$ cat src/rtl/qbp_params.svh
/*
  Constants of the quasi-bidirectional port block: register addresses,
  reset values and the per-pin function masks.
  Assumes inclusion by bare name from the pin cell and top-level design files.
*/
`ifndef QBP_PARAMS_SVH
`define QBP_PARAMS_SVH

// ----------------------------------------
// Register addresses
// ----------------------------------------
`define QBP_ADDR_PORT_ONE    8'h90
`define QBP_ADDR_PORT_THREE  8'hb0
`define QBP_ADDR_PORT_FOUR   8'hc0
`define QBP_ADDR_SEL_ONE_A   8'h8e
`define QBP_ADDR_SEL_ONE_B   8'h8f
`define QBP_ADDR_SEL_THREE_A 8'h91
`define QBP_ADDR_SEL_FOUR_A  8'h92
`define QBP_ADDR_SEL_FOUR_B  8'h93
`define QBP_SEL_B_PRESENT    3'b101

// ----------------------------------------
// Reset and idle values
// ----------------------------------------
`define QBP_LATCH_RESET      8'hff
`define QBP_SEL_RESET        8'h00
`define QBP_READ_NONE        8'h00
`define QBP_PIN_IDLE         1'b1

// ----------------------------------------
// Pins that take input-only or open-drain use
// ----------------------------------------
`define QBP_ONE_ALT1_INPUT   8'h03
`define QBP_THREE_ALT_INPUT 8'h3c
`define QBP_THREE_ALT_OD    8'hc0
`define QBP_FOUR_ALT1_INPUT 8'h88
`define QBP_FOUR_ALT2_INPUT 8'h03

`endif

$ cat src/rtl/qbp_pkg.sv
/*
  Types of the quasi-bidirectional port block.
  Assumes qbp_params.svh on the include path.
*/
package qbp_pkg;

  // ----------------------------------------
  // Pin driver modes and port identities
  // ----------------------------------------
  typedef enum logic [2:0] {
    QBP_MODE_QUASI,
    QBP_MODE_OPEN_DRAIN,
    QBP_MODE_ANALOG,
    QBP_MODE_PUSH_PULL,
    QBP_MODE_INPUT_ONLY
  } qbp_mode_type;

  typedef enum logic [1:0] {
    QBP_PORT_ONE,
    QBP_PORT_THREE,
    QBP_PORT_FOUR
  } qbp_port_type;

  // ----------------------------------------
  // Carriers
  // ----------------------------------------
  typedef struct packed {
    qbp_mode_type mode;
    logic         use_alt;
  } qbp_func_type;

  typedef struct packed {
    logic       wr;
    logic       rd;
    logic       rmw;
    logic       bit_op;
    logic [2:0] bit_idx;
    logic [7:0] addr;
    logic [7:0] wdata;
  } qbp_sfr_req_type;

  typedef struct packed {
    logic drive_en;
    logic drive_val;
    logic pull_a;
    logic pull_b;
  } qbp_pad_type;

endpackage : qbp_pkg

$ cat src/rtl/qbp_pin_cell.sv
/*
  One port pin: driver mode, one-cycle high-side pulse, pull-up control.
  Assumes pin_level already synchronised to clk by the parent.
*/
`include "qbp_params.svh"

module qbp_pin_cell (
  // Clock and reset
  input  wire logic                 clk,
  input  wire logic                 rst_n,
  // Control
  input  wire qbp_pkg::qbp_func_type func,
  input  wire logic                 latch_bit,
  input  wire logic                 alt_bit,
  input  wire logic                 pin_level,
  // Pad and read path
  output qbp_pkg::qbp_pad_type      pad,
  output logic                      pin_read
);

  // ----------------------------------------
  // Output value and edge detect
  // ----------------------------------------
  logic                 out_val;
  logic                 prev_val;
  logic                 rise;
  qbp_pkg::qbp_pad_type next_pad;

  assign out_val = func.use_alt ? alt_bit : latch_bit;
  assign rise    = out_val & ~prev_val;

  // ----------------------------------------
  // Driver mode selection
  // ----------------------------------------
  always_comb begin
    next_pad = '0;
    case (func.mode)
      qbp_pkg::QBP_MODE_QUASI: begin
        next_pad.drive_en  = ~out_val | rise;
        next_pad.drive_val = out_val;
        next_pad.pull_a    = out_val & pin_level;
        next_pad.pull_b    = out_val;
      end
      qbp_pkg::QBP_MODE_OPEN_DRAIN: begin
        next_pad.drive_en  = ~out_val;
        next_pad.pull_a    = out_val & pin_level;
        next_pad.pull_b    = out_val;
      end
      qbp_pkg::QBP_MODE_PUSH_PULL: begin
        next_pad.drive_en  = 1'b1;
        next_pad.drive_val = out_val;
      end
      qbp_pkg::QBP_MODE_INPUT_ONLY: begin
        next_pad.pull_a    = pin_level;
        next_pad.pull_b    = 1'b1;
      end
      default: begin
        // Analog: every driver and pull-up off
        next_pad = '0;
      end
    endcase
  end

  // Active pull-down masks whatever the outside drives
  assign pin_read = pin_level & ~(pad.drive_en & ~pad.drive_val);

  // ----------------------------------------
  // Registers
  // ----------------------------------------
  always_ff @(posedge clk or negedge rst_n) begin
    if (!rst_n) begin
      prev_val <= `QBP_PIN_IDLE;
      pad      <= '{drive_en: 1'b0, drive_val: 1'b0, pull_a: 1'b1, pull_b: 1'b1};
    end else begin
      prev_val <= out_val;
      pad      <= next_pad;
    end
  end

endmodule // qbp_pin_cell

$ cat src/rtl/qbp_top.sv
/*
  Three 8-bit quasi-bidirectional ports with their latch and function
  select registers on the core's special-function register port.
  Assumes a core that presents one request per cycle on sfr_req, marks
  reads of read-modify-write instructions with rmw, and pins that are
  resolved outside from pin_out, pin_oe and the pull-up enables.
  Bit accesses carry the bit in wdata[0] and return it in read bit 0.
  Unmapped addresses read as zero and ignore writes.
  Pin levels may change at any time; two flops take them in.
  Alternate-function routing per pin is fixed; the select registers
  only choose between it and the latch, and pick the driver mode.
  Mode switches count as value changes, so one may start a pulse.
  Only port one and port four have a second select register.
*/
// How it works
// - Three independent 8-pin ports, pin-routable.
// - Reset leaves every pin an input.
// - Reset loads all latch bits with one.
// - Latch zero drives pin low, pull-ups off.
// - Latch rising to one pulses high driver.
// - Pulse only on zero-to-one change.
// - After pulse, weak pull-ups hold high.
// - Latch zero makes pin read zero.
// - Strong pull-up drops when pin low.
// - Read-modify-write reads return latch contents.
// - Other reads return pin levels.
// - Bit and byte access to registers.
// - Driver mode follows selected pin function.
// - Latches at 90h, B0h, C0h.
// - Weak pull-up keeps open pins high.
// - Reset clears function select registers.
// - Open drain suppresses the high pulse.
`include "qbp_params.svh"

module qbp_top #(
  parameter int NUM_PORTS  = 3,
  parameter int PORT_WIDTH = 8
) (
  // Clock and reset
  input  wire logic                          clk,
  input  wire logic                          rst_n,
  // Register port from the core
  input  wire qbp_pkg::qbp_sfr_req_type      sfr_req,
  output logic [PORT_WIDTH-1:0]              sfr_rdata,
  // Pins
  input  wire logic [NUM_PORTS*PORT_WIDTH-1:0] pin_in,
  output logic [NUM_PORTS*PORT_WIDTH-1:0]    pin_out,
  output logic [NUM_PORTS*PORT_WIDTH-1:0]    pin_oe,
  output logic [NUM_PORTS*PORT_WIDTH-1:0]    pull_a_en,
  output logic [NUM_PORTS*PORT_WIDTH-1:0]    pull_b_en,
  // Alternate functions
  input  wire logic [NUM_PORTS*PORT_WIDTH-1:0] alt_out,
  output logic [NUM_PORTS*PORT_WIDTH-1:0]    alt_in
);

  localparam int NUM_PINS = NUM_PORTS * PORT_WIDTH;

  // ----------------------------------------
  // Address map
  // ----------------------------------------
  localparam logic [7:0] LATCH_ADDR [NUM_PORTS] = '{
    `QBP_ADDR_PORT_ONE,
    `QBP_ADDR_PORT_THREE,
    `QBP_ADDR_PORT_FOUR
  };

  localparam logic [7:0] SEL_A_ADDR [NUM_PORTS] = '{
    `QBP_ADDR_SEL_ONE_A,
    `QBP_ADDR_SEL_THREE_A,
    `QBP_ADDR_SEL_FOUR_A
  };

  // Port three has no second select; its slot is masked off below
  localparam logic [7:0] SEL_B_ADDR [NUM_PORTS] = '{
    `QBP_ADDR_SEL_ONE_B,
    `QBP_ADDR_SEL_ONE_B,
    `QBP_ADDR_SEL_FOUR_B
  };

  localparam logic [NUM_PORTS-1:0] SEL_B_PRESENT = `QBP_SEL_B_PRESENT;

  // ----------------------------------------
  // Functions
  // ----------------------------------------

  // Byte write or single-bit write into an existing byte
  function automatic logic [PORT_WIDTH-1:0] apply_write(
    input logic [PORT_WIDTH-1:0]    old_val,
    input qbp_pkg::qbp_sfr_req_type req
  );
    logic [PORT_WIDTH-1:0] res;
    res = req.wdata;
    if (req.bit_op) begin
      res = old_val;
      res[req.bit_idx] = req.wdata[0];
    end
    return res;
  endfunction

  // Bit reads return the chosen bit in bit 0
  function automatic logic [PORT_WIDTH-1:0] bit_view(
    input logic [PORT_WIDTH-1:0]    val,
    input qbp_pkg::qbp_sfr_req_type req
  );
    logic [PORT_WIDTH-1:0] res;
    res = val;
    if (req.bit_op) begin
      res    = '0;
      res[0] = val[req.bit_idx];
    end
    return res;
  endfunction

  // Address compare shared by every register decode
  function automatic logic addr_match(
    input logic [7:0]               reg_addr,
    input qbp_pkg::qbp_sfr_req_type req
  );
    return req.addr == reg_addr;
  endfunction

  // Pin function from the two select bits of one pin
  function automatic qbp_pkg::qbp_func_type decode_func(
    input qbp_pkg::qbp_port_type port,
    input int unsigned           pin,
    input logic                  sel_a,
    input logic                  sel_b
  );
    logic [7:0]           in_one;
    logic [7:0]           in_three;
    logic [7:0]           od_three;
    logic [7:0]           in_four1;
    logic [7:0]           in_four2;
    qbp_pkg::qbp_func_type res;
    // Masks mark pins whose alternate use is input-only or open drain
    in_one   = `QBP_ONE_ALT1_INPUT;
    in_three = `QBP_THREE_ALT_INPUT;
    od_three = `QBP_THREE_ALT_OD;
    in_four1 = `QBP_FOUR_ALT1_INPUT;
    in_four2 = `QBP_FOUR_ALT2_INPUT;
    res.mode    = qbp_pkg::QBP_MODE_QUASI;
    res.use_alt = sel_a;
    if (sel_a) begin
      case (port)
        // Both selects on port one hand the pin to the converter
        qbp_pkg::QBP_PORT_ONE: begin
          if (sel_b) begin
            res.mode = qbp_pkg::QBP_MODE_ANALOG;
          end else if (in_one[pin]) begin
            res.mode = qbp_pkg::QBP_MODE_INPUT_ONLY;
          end
        end
        qbp_pkg::QBP_PORT_THREE: begin
          if (od_three[pin]) begin
            res.mode = qbp_pkg::QBP_MODE_OPEN_DRAIN;
          end else if (in_three[pin]) begin
            res.mode = qbp_pkg::QBP_MODE_INPUT_ONLY;
          end
        end
        qbp_pkg::QBP_PORT_FOUR: begin
          if (!sel_b) begin
            res.mode = in_four1[pin] ? qbp_pkg::QBP_MODE_INPUT_ONLY
                                     : qbp_pkg::QBP_MODE_PUSH_PULL;
          end else if (in_four2[pin]) begin
            res.mode = qbp_pkg::QBP_MODE_INPUT_ONLY;
          end
        end
        default: begin
          res.mode = qbp_pkg::QBP_MODE_QUASI;
        end
      endcase
    end
    return res;
  endfunction

  // ----------------------------------------
  // Storage
  // ----------------------------------------
  logic [PORT_WIDTH-1:0] port_latch [NUM_PORTS];
  logic [PORT_WIDTH-1:0] sel_a      [NUM_PORTS];
  // The port three entry never decodes and stays at its reset value
  logic [PORT_WIDTH-1:0] sel_b      [NUM_PORTS];

  // Two-stage synchroniser on the pins
  logic [NUM_PINS-1:0]   pin_meta;
  logic [NUM_PINS-1:0]   pin_sync;

  // ----------------------------------------
  // Decode and read paths
  // ----------------------------------------
  logic [NUM_PORTS-1:0]  latch_hit;
  logic [NUM_PORTS-1:0]  sel_a_hit;
  logic [NUM_PORTS-1:0]  sel_b_hit;
  logic [PORT_WIDTH-1:0] rd_part    [NUM_PORTS];
  logic [PORT_WIDTH-1:0] rd_acc     [NUM_PORTS+1];
  logic [PORT_WIDTH-1:0] next_rdata;
  logic [NUM_PINS-1:0]   pin_read;
  logic [NUM_PINS-1:0]   latch_flat;
  logic [NUM_PINS-1:0]   sel_a_flat;
  logic [NUM_PINS-1:0]   sel_b_flat;

  // At most one part is non-zero, so an OR chain selects it
  assign rd_acc[0] = `QBP_READ_NONE;

  genvar p;
  generate
    for (p = 0; p < NUM_PORTS; p++) begin : g_port
      logic [PORT_WIDTH-1:0] pin_byte;
      logic [PORT_WIDTH-1:0] latch_view;
      logic [PORT_WIDTH-1:0] sel_view;

      assign latch_hit[p] = addr_match(LATCH_ADDR[p], sfr_req);
      assign sel_a_hit[p] = addr_match(SEL_A_ADDR[p], sfr_req);
      assign sel_b_hit[p] = SEL_B_PRESENT[p] && addr_match(SEL_B_ADDR[p], sfr_req);

      assign pin_byte = pin_read[p*PORT_WIDTH +: PORT_WIDTH];

      // Latch for read-modify-write, pins otherwise
      assign latch_view = sfr_req.rmw ? port_latch[p] : pin_byte;

      assign sel_view = sel_a_hit[p] ? sel_a[p]
                      : sel_b_hit[p] ? sel_b[p]
                      : `QBP_READ_NONE;

      assign rd_part[p] = latch_hit[p] ? latch_view : sel_view;
      assign rd_acc[p+1] = rd_acc[p] | rd_part[p];

      assign latch_flat[p*PORT_WIDTH +: PORT_WIDTH] = port_latch[p];
      assign sel_a_flat[p*PORT_WIDTH +: PORT_WIDTH] = sel_a[p];
      assign sel_b_flat[p*PORT_WIDTH +: PORT_WIDTH] = sel_b[p];

      logic [PORT_WIDTH-1:0] next_latch;
      logic [PORT_WIDTH-1:0] next_sel_a;
      logic [PORT_WIDTH-1:0] next_sel_b;
      logic                  latch_we;
      logic                  sel_a_we;
      logic                  sel_b_we;

      // One decoded write strobe per register
      assign latch_we = sfr_req.wr & latch_hit[p];
      assign sel_a_we = sfr_req.wr & sel_a_hit[p];
      assign sel_b_we = sfr_req.wr & sel_b_hit[p];

      // Unwritten registers hold their value
      assign next_latch = latch_we ? apply_write(port_latch[p], sfr_req)
                                   : port_latch[p];
      assign next_sel_a = sel_a_we ? apply_write(sel_a[p], sfr_req) : sel_a[p];
      assign next_sel_b = sel_b_we ? apply_write(sel_b[p], sfr_req) : sel_b[p];

      // Latch register
      always_ff @(posedge clk or negedge rst_n) begin
        if (!rst_n) begin
          port_latch[p] <= `QBP_LATCH_RESET;
        end else begin
          port_latch[p] <= next_latch;
        end
      end

      // Function select registers
      always_ff @(posedge clk or negedge rst_n) begin
        if (!rst_n) begin
          sel_a[p] <= `QBP_SEL_RESET;
          sel_b[p] <= `QBP_SEL_RESET;
        end else begin
          sel_a[p] <= next_sel_a;
          sel_b[p] <= next_sel_b;
        end
      end
    end
  endgenerate

  // Unmapped addresses fall through as zero
  assign next_rdata = bit_view(rd_acc[NUM_PORTS], sfr_req);

  // ----------------------------------------
  // Pin cells
  // ----------------------------------------
  genvar i;
  generate
    for (i = 0; i < NUM_PINS; i++) begin : g_pin
      localparam int unsigned           PIN_IDX = i % PORT_WIDTH;
      localparam qbp_pkg::qbp_port_type PORT_ID = qbp_pkg::qbp_port_type'(i / PORT_WIDTH);
      qbp_pkg::qbp_func_type func;
      qbp_pkg::qbp_pad_type  pad;

      // Routing is fixed per pin, so the decode folds to logic on the two select bits
      assign func = decode_func(PORT_ID,
                                PIN_IDX,
                                sel_a_flat[i],
                                sel_b_flat[i]);

      // Each cell registers its own pad controls and last driven value
      qbp_pin_cell u_cell (
        .clk       (clk),
        .rst_n     (rst_n),
        .func      (func),
        .latch_bit (latch_flat[i]),
        .alt_bit   (alt_out[i]),
        .pin_level (pin_sync[i]),
        .pad       (pad),
        .pin_read  (pin_read[i])
      );

      // Pad fields come straight from the cell's flip-flops
      assign pin_out[i]   = pad.drive_val;
      assign pin_oe[i]    = pad.drive_en;
      assign pull_a_en[i] = pad.pull_a;
      assign pull_b_en[i] = pad.pull_b;
    end
  endgenerate

  // Peripherals see the synchronised level, not the raw pin
  assign alt_in = pin_sync;

  // ----------------------------------------
  // Synchroniser and read data
  // ----------------------------------------
  // Only pin_sync is read elsewhere; pin_meta may still be settling
  // Reset to the idle level so no false low reaches the pull-up logic
  always_ff @(posedge clk or negedge rst_n) begin
    if (!rst_n) begin
      pin_meta <= {NUM_PINS{`QBP_PIN_IDLE}};
      pin_sync <= {NUM_PINS{`QBP_PIN_IDLE}};
    end else begin
      pin_meta <= pin_in;
      pin_sync <= pin_meta;
    end
  end

  // Read data holds until the next read
  // Registered so the core sees a settled byte one edge after rd
  always_ff @(posedge clk or negedge rst_n) begin
    if (!rst_n) begin
      sfr_rdata <= `QBP_READ_NONE;
    end else if (sfr_req.rd) begin
      sfr_rdata <= next_rdata;
    end
  end

endmodule // qbp_top

$ cat config.mk
export PLATFORM = sky130hd
export DESIGN_NAME = qbp_top
export DESIGN_NICKNAME = d
export VERILOG_FILES = /design/src/rtl/qbp_pkg.sv /design/src/rtl/qbp_pin_cell.sv /design/src/rtl/qbp_top.sv
export VERILOG_INCLUDE_DIRS = /design/src /design/src/rtl
export SDC_FILE = /design/constraint.sdc
export NUM_CORES = 1
export LEC_CHECK = 0
export BUFFER_PORTS_ARGS = -buffer_cell sky130_fd_sc_hd__buf_2
export CORE_UTILIZATION = 55
export DETAILED_ROUTE_END_ITERATION = 7
export PLACE_DENSITY = 0.77
export SLEW_MARGIN = 20
export SYNTH_ARGS = -nofsm -noshare
export SYNTH_HDL_FRONTEND = slang
export SYNTH_SLANG_ARGS = --single-unit
$ cat constraint.sdc
create_clock -name clk -period 4.5 [get_ports clk]
set_input_delay 0.675 -clock clk [delete_from_list [all_inputs] [get_ports clk]]
set_output_delay 0.675 -clock clk [all_outputs]
set_load 0.01 [all_outputs]
==> impl_summary.txt <==
----------------------------------------------------
[CTS]
  Number of gates resized after CTS ... 0
  Clock tree from TritonCTS ... yes
  TritonCTS Buffers ... 25
  Clock slew at the register clock pins of the worst setup and hold paths ... roughly 0.06 ns
  Longest Clk Path Bufs ... 3
  Number of H-tree levels ... 1
  Clock Latency Late Sink ... just over 0.5 ns
  Setup Buffers After CTS ... 0
  Number of hold-repair buffers added at the cts stage ... 0
  Master cell of the clock root buffer ... clkbuf_16
  CTS Sinks ... 236

[Logic synthesis]
  Post-Syn Area per Cell ... 12.1 sq um
  Fraction of synthesized area in multiplexers ... a little under a tenth
  Leading post-synthesis cells by cell area ... dfstp_2, dfrtp_1, mux2_2
  Synth Instances ... 797
  Xor and xnor area share after synthesis ... 0%
  Fraction of synthesis flops using an asynchronous set or reset pin ... between 90% and 100%
  Leading post-synthesis cells by instance count ... dfstp_2, dfrtp_1, nor2_1, mux2_2, nand2_1
  Simple-gate area share of the yosys netlist ... between 10% and 20%
  Flip-flop and latch count after synthesis ... 236
  Part of the Yosys area used for sequential elements ... approximately 63%
  Adder and majority cell fraction of the synthesized area ... 0%
  Biggest area consumer among synthesized cells ... dfstp_2
  Cell with the most instances after synthesis ... dfstp_2
  Fraction of post-synthesis cell area in the top cell type by area ... around two fifths
  Cell area after synthesis ... approximately 9600 sq um
  Main combinational cell family by area after synthesis ... simple AND/OR/NAND/NOR gates
  Number of distinct library cells after synthesis ... 56
  Main synth FF type ... dfstp_2
  Synthesized netlist net count ... 870
  Area fraction in compound gates after synthesis ... 8.48%
  Number of synthesized flops with an enable pin ... 0
  Ys Warns ... 0

[Critical path]
  Crit path max-delay family ... compound AO/OA/AOI/OAI gates
  Flop-to-flop setup slack ... 2.29 ns
  Crit path buffers/inverters ... 1
  Worst path max stage delay ... between 0.6 and 0.7 ns
  Cell chain of the critical path ... buf_2 > nor2_1 > and4_1 > a22o_1 > a2111oi_0 > nor3_1 > o21ai_0 > and4bb_1 > nor3_2
  Maximum fanout along the worst path ... 39
  Crit-path slowest cell ... buf_2
  Arr. time, crit path ... 3.23 ns
  Capturing element type of the critical path ... flop
  Kind of critical path ... in2reg
  Critical path startpoint category ... input port
  Required time at the endpoint of the critical path ... between 4 and 5 ns

[Global routing]
  GRT Resource Usage Total ... around a quarter
  Wire length of the first global-routing pass ... 35800 um
  Number of antenna violations at the first check in global routing ... 2
  Largest net degree at the start of global routing ... between 100 and 150
  Final global-route overflow total ... 0
  Vias in the first global route ... a little under 7000

[Detailed routing]
  Total routed wire length on the met1 layer ... approximately 9600 um
  Initial detailed-routing violation count ... 513
  DRT Pass-1 Iters ... 5
  Post-route ant nets ... 0
  Total via count after detailed routing ... 6674
  Drt wl/cell ... approximately 19 um
  Final routed DRC violation total ... 0
  Via count normalized by instance count ... approximately 5.5
  Max Used Layer ... met4
  Met3 layer wire length in the routed design ... ~1900 um
  Aggregate routed wire length ... between 20000 and 25000 um
  Detailed-routed wire length on met2 ... between 10000 and 15000 um

[Worst hold path]
  Hold Crit Class ... in2async

[STA]
  Final Slew Violations ... 0
  Slew Limit Headroom ... 40.0%
  Final setup violating endpoints ... 0
  Max Fclk ... 353 MHz
  Crit path time final ... around 2.8 ns
  Setup_tns ... 0 ns
  Slew @ Worst Pin ... about 0.9 ns
  Number of hold violations in the final report ... 0
  Crit share post-route ... between 60 and 70%
  Final Hold Slack ... around 0.20 ns
  Setup repair after global routing missed its margin ... false
  Setup skew after layout ... approximately 0.0074 ns

[Die]
  Number of placement rows ... 47
  Horizontal die dimension ... 134 um
  Ports ... roughly 200
  Initial Util ... between 50% and 60%
  Core area ... roughly 17000 sq um
  Die height ... around 130 um
  Die Footprint ... 18000 sq um

[Final layout]
  Synthesis-to-layout area growth ... 20.2%
  Non-filler cells in the finished layout ... about 1200
  Fraction of final layout cells sized beyond drive strength 1 ... between 40% and 50%
  Post-layout instance area ... 11500 sq um
  Net total in the final layout ... 1053

[Place]
  Cell count after placement ... 1173
  Routability Congestion ... around 0.90
  Placed Area ... between 10000 and 15000 sq um
  Half-perimeter wire length of the detailed placement result ... roughly 15000 um
  Total of buffers placed on input and output ports ... 200

[Run status]
  Status ... complete, no violations

[Job]
  Max cap viols ... 0

[Power and ir drop]
  Final Total Pwr ... between 4 and 5 mW
  Peak supply drop ... roughly 0.00030 V
  Power Dens Cells ... between 400 and 500 nW/um^2
  Static leakage ... between 5 and 6 nW

----------------------------------------------------
==> flip-flops by register name, indices dropped and copies added, names as in the netlist <==
signal,count
alt_in,24
g_pin.func,24
g_pin.u_cell.pad,96
g_pin.u_cell.prev_val,20
latch_flat,24
pin_meta,24
sel_b,16
sfr_rdata,8
==> metrics by stage <==
stage / utilization (%) / worst slack (ns)
5_1_grt: 68.6 / 1.52
3_5_place_dp: 63.2 / 1.22
4_1_cts: 68.6 / 1.74
6_report: 68.6 / 1.67
3_3_place_gp: 63.2 / 1.35
2_1_floorplan: - / 1.94
==> placed cells by master, fill, tap and decap left out, types with 3 or more instances in the layout <==
| master | n |
|---|---|
| buf_2 | 199 |
| dfstp_2 | 140 |
| dfrtp_1 | 96 |
| nor2_1 | 76 |
| mux2_2 | 74 |
| nand2_1 | 68 |
| o21ai_0 | 35 |
| inv_1 | 34 |
| nand2b_1 | 30 |
| and2_1 | 28 |
| clkbuf_16 | 25 |
| nor2b_1 | 22 |
| a21oi_1 | 22 |
| a22oi_1 | 17 |
| nand3_1 | 14 |
| o22ai_1 | 9 |
| a31oi_1 | 8 |
| a21boi_0 | 7 |
| a21o_1 | 6 |
| mux2i_1 | 6 |
| or2_2 | 5 |
| nand4_1 | 5 |
| nor3_1 | 5 |
| clkbuf_8 | 5 |
| bufinv_16 | 5 |
| clkbuf_1 | 4 |
| diode_2 | 3 |
| o21ai_1 | 3 |
| and3_1 | 3 |
| a211o_1 | 3 |
| clkinvlp_4 | 3 |
==> path summary, 6_finish.rpt <==
check,start,endpoint,cells past startpoint
min in group clk,pin_in[18],pin_meta[18],1
setup reg to reg,g_pin[4].func[0],sfr_rdata[0],7
setup / recovery,sfr_req[8],sfr_rdata[0],9
hold / removal,rst_n,g_pin[5].u_cell.pad[2],1
max in group asynchronous,rst_n,g_pin[3].u_cell.prev_val,2
hold reg to reg,pin_meta[5],alt_in[5],0
==> where the power goes <==
group | internal [mW] | switching (mW)
logic | 0.0961 | 0.176
clock network | 1.39 | 0.816
registers | 2.22 | 0.0346
total | 3.71 | 1.03
==> metal layers <==
| layer | track usage (%) | vias up |
|---|---|---|
| met1 | 35.6 | 3268 |
| met4 | 8.74 | 0 |
| met3 | 6.46 | 52 |
| met5 | 0 | - |
| met2 | 39.9 | 285 |
| li1 | - | 3069 |
==> area by class of cell <==
type | count | area (sq um)
Sequential cell | 236 | 6080
Fill cell | 1265 | 5280
Multi-Input combinational cell | 480 | 3110
Timing Repair Buffer | 203 | 1050
Clock buffer | 34 | 709
Tap cell | 220 | 275
Clock inverter | 11 | 191
Inverter | 34 | 128
Antenna cell | 3 | 7.51
==> kinds of logic after synthesis <==
kind of cell	count (synthesis)
and+or+nand+nor	271
DFF	236
AOI/OAI and AO/OA	128
muxes	81
buffers and inverters	81
==> worst register-to-register path: cells and delay by family (launching register included) <==
| kind | cells | cell delay, ns |
|---|---|---|
| simple gates | 3 | 0.40 |
| mux | 1 | 0.29 |
| compound gates | 3 | 0.96 |
| flops | 1 | 0.46 |
No activity file was read; power rests on OpenSTA's default activity.
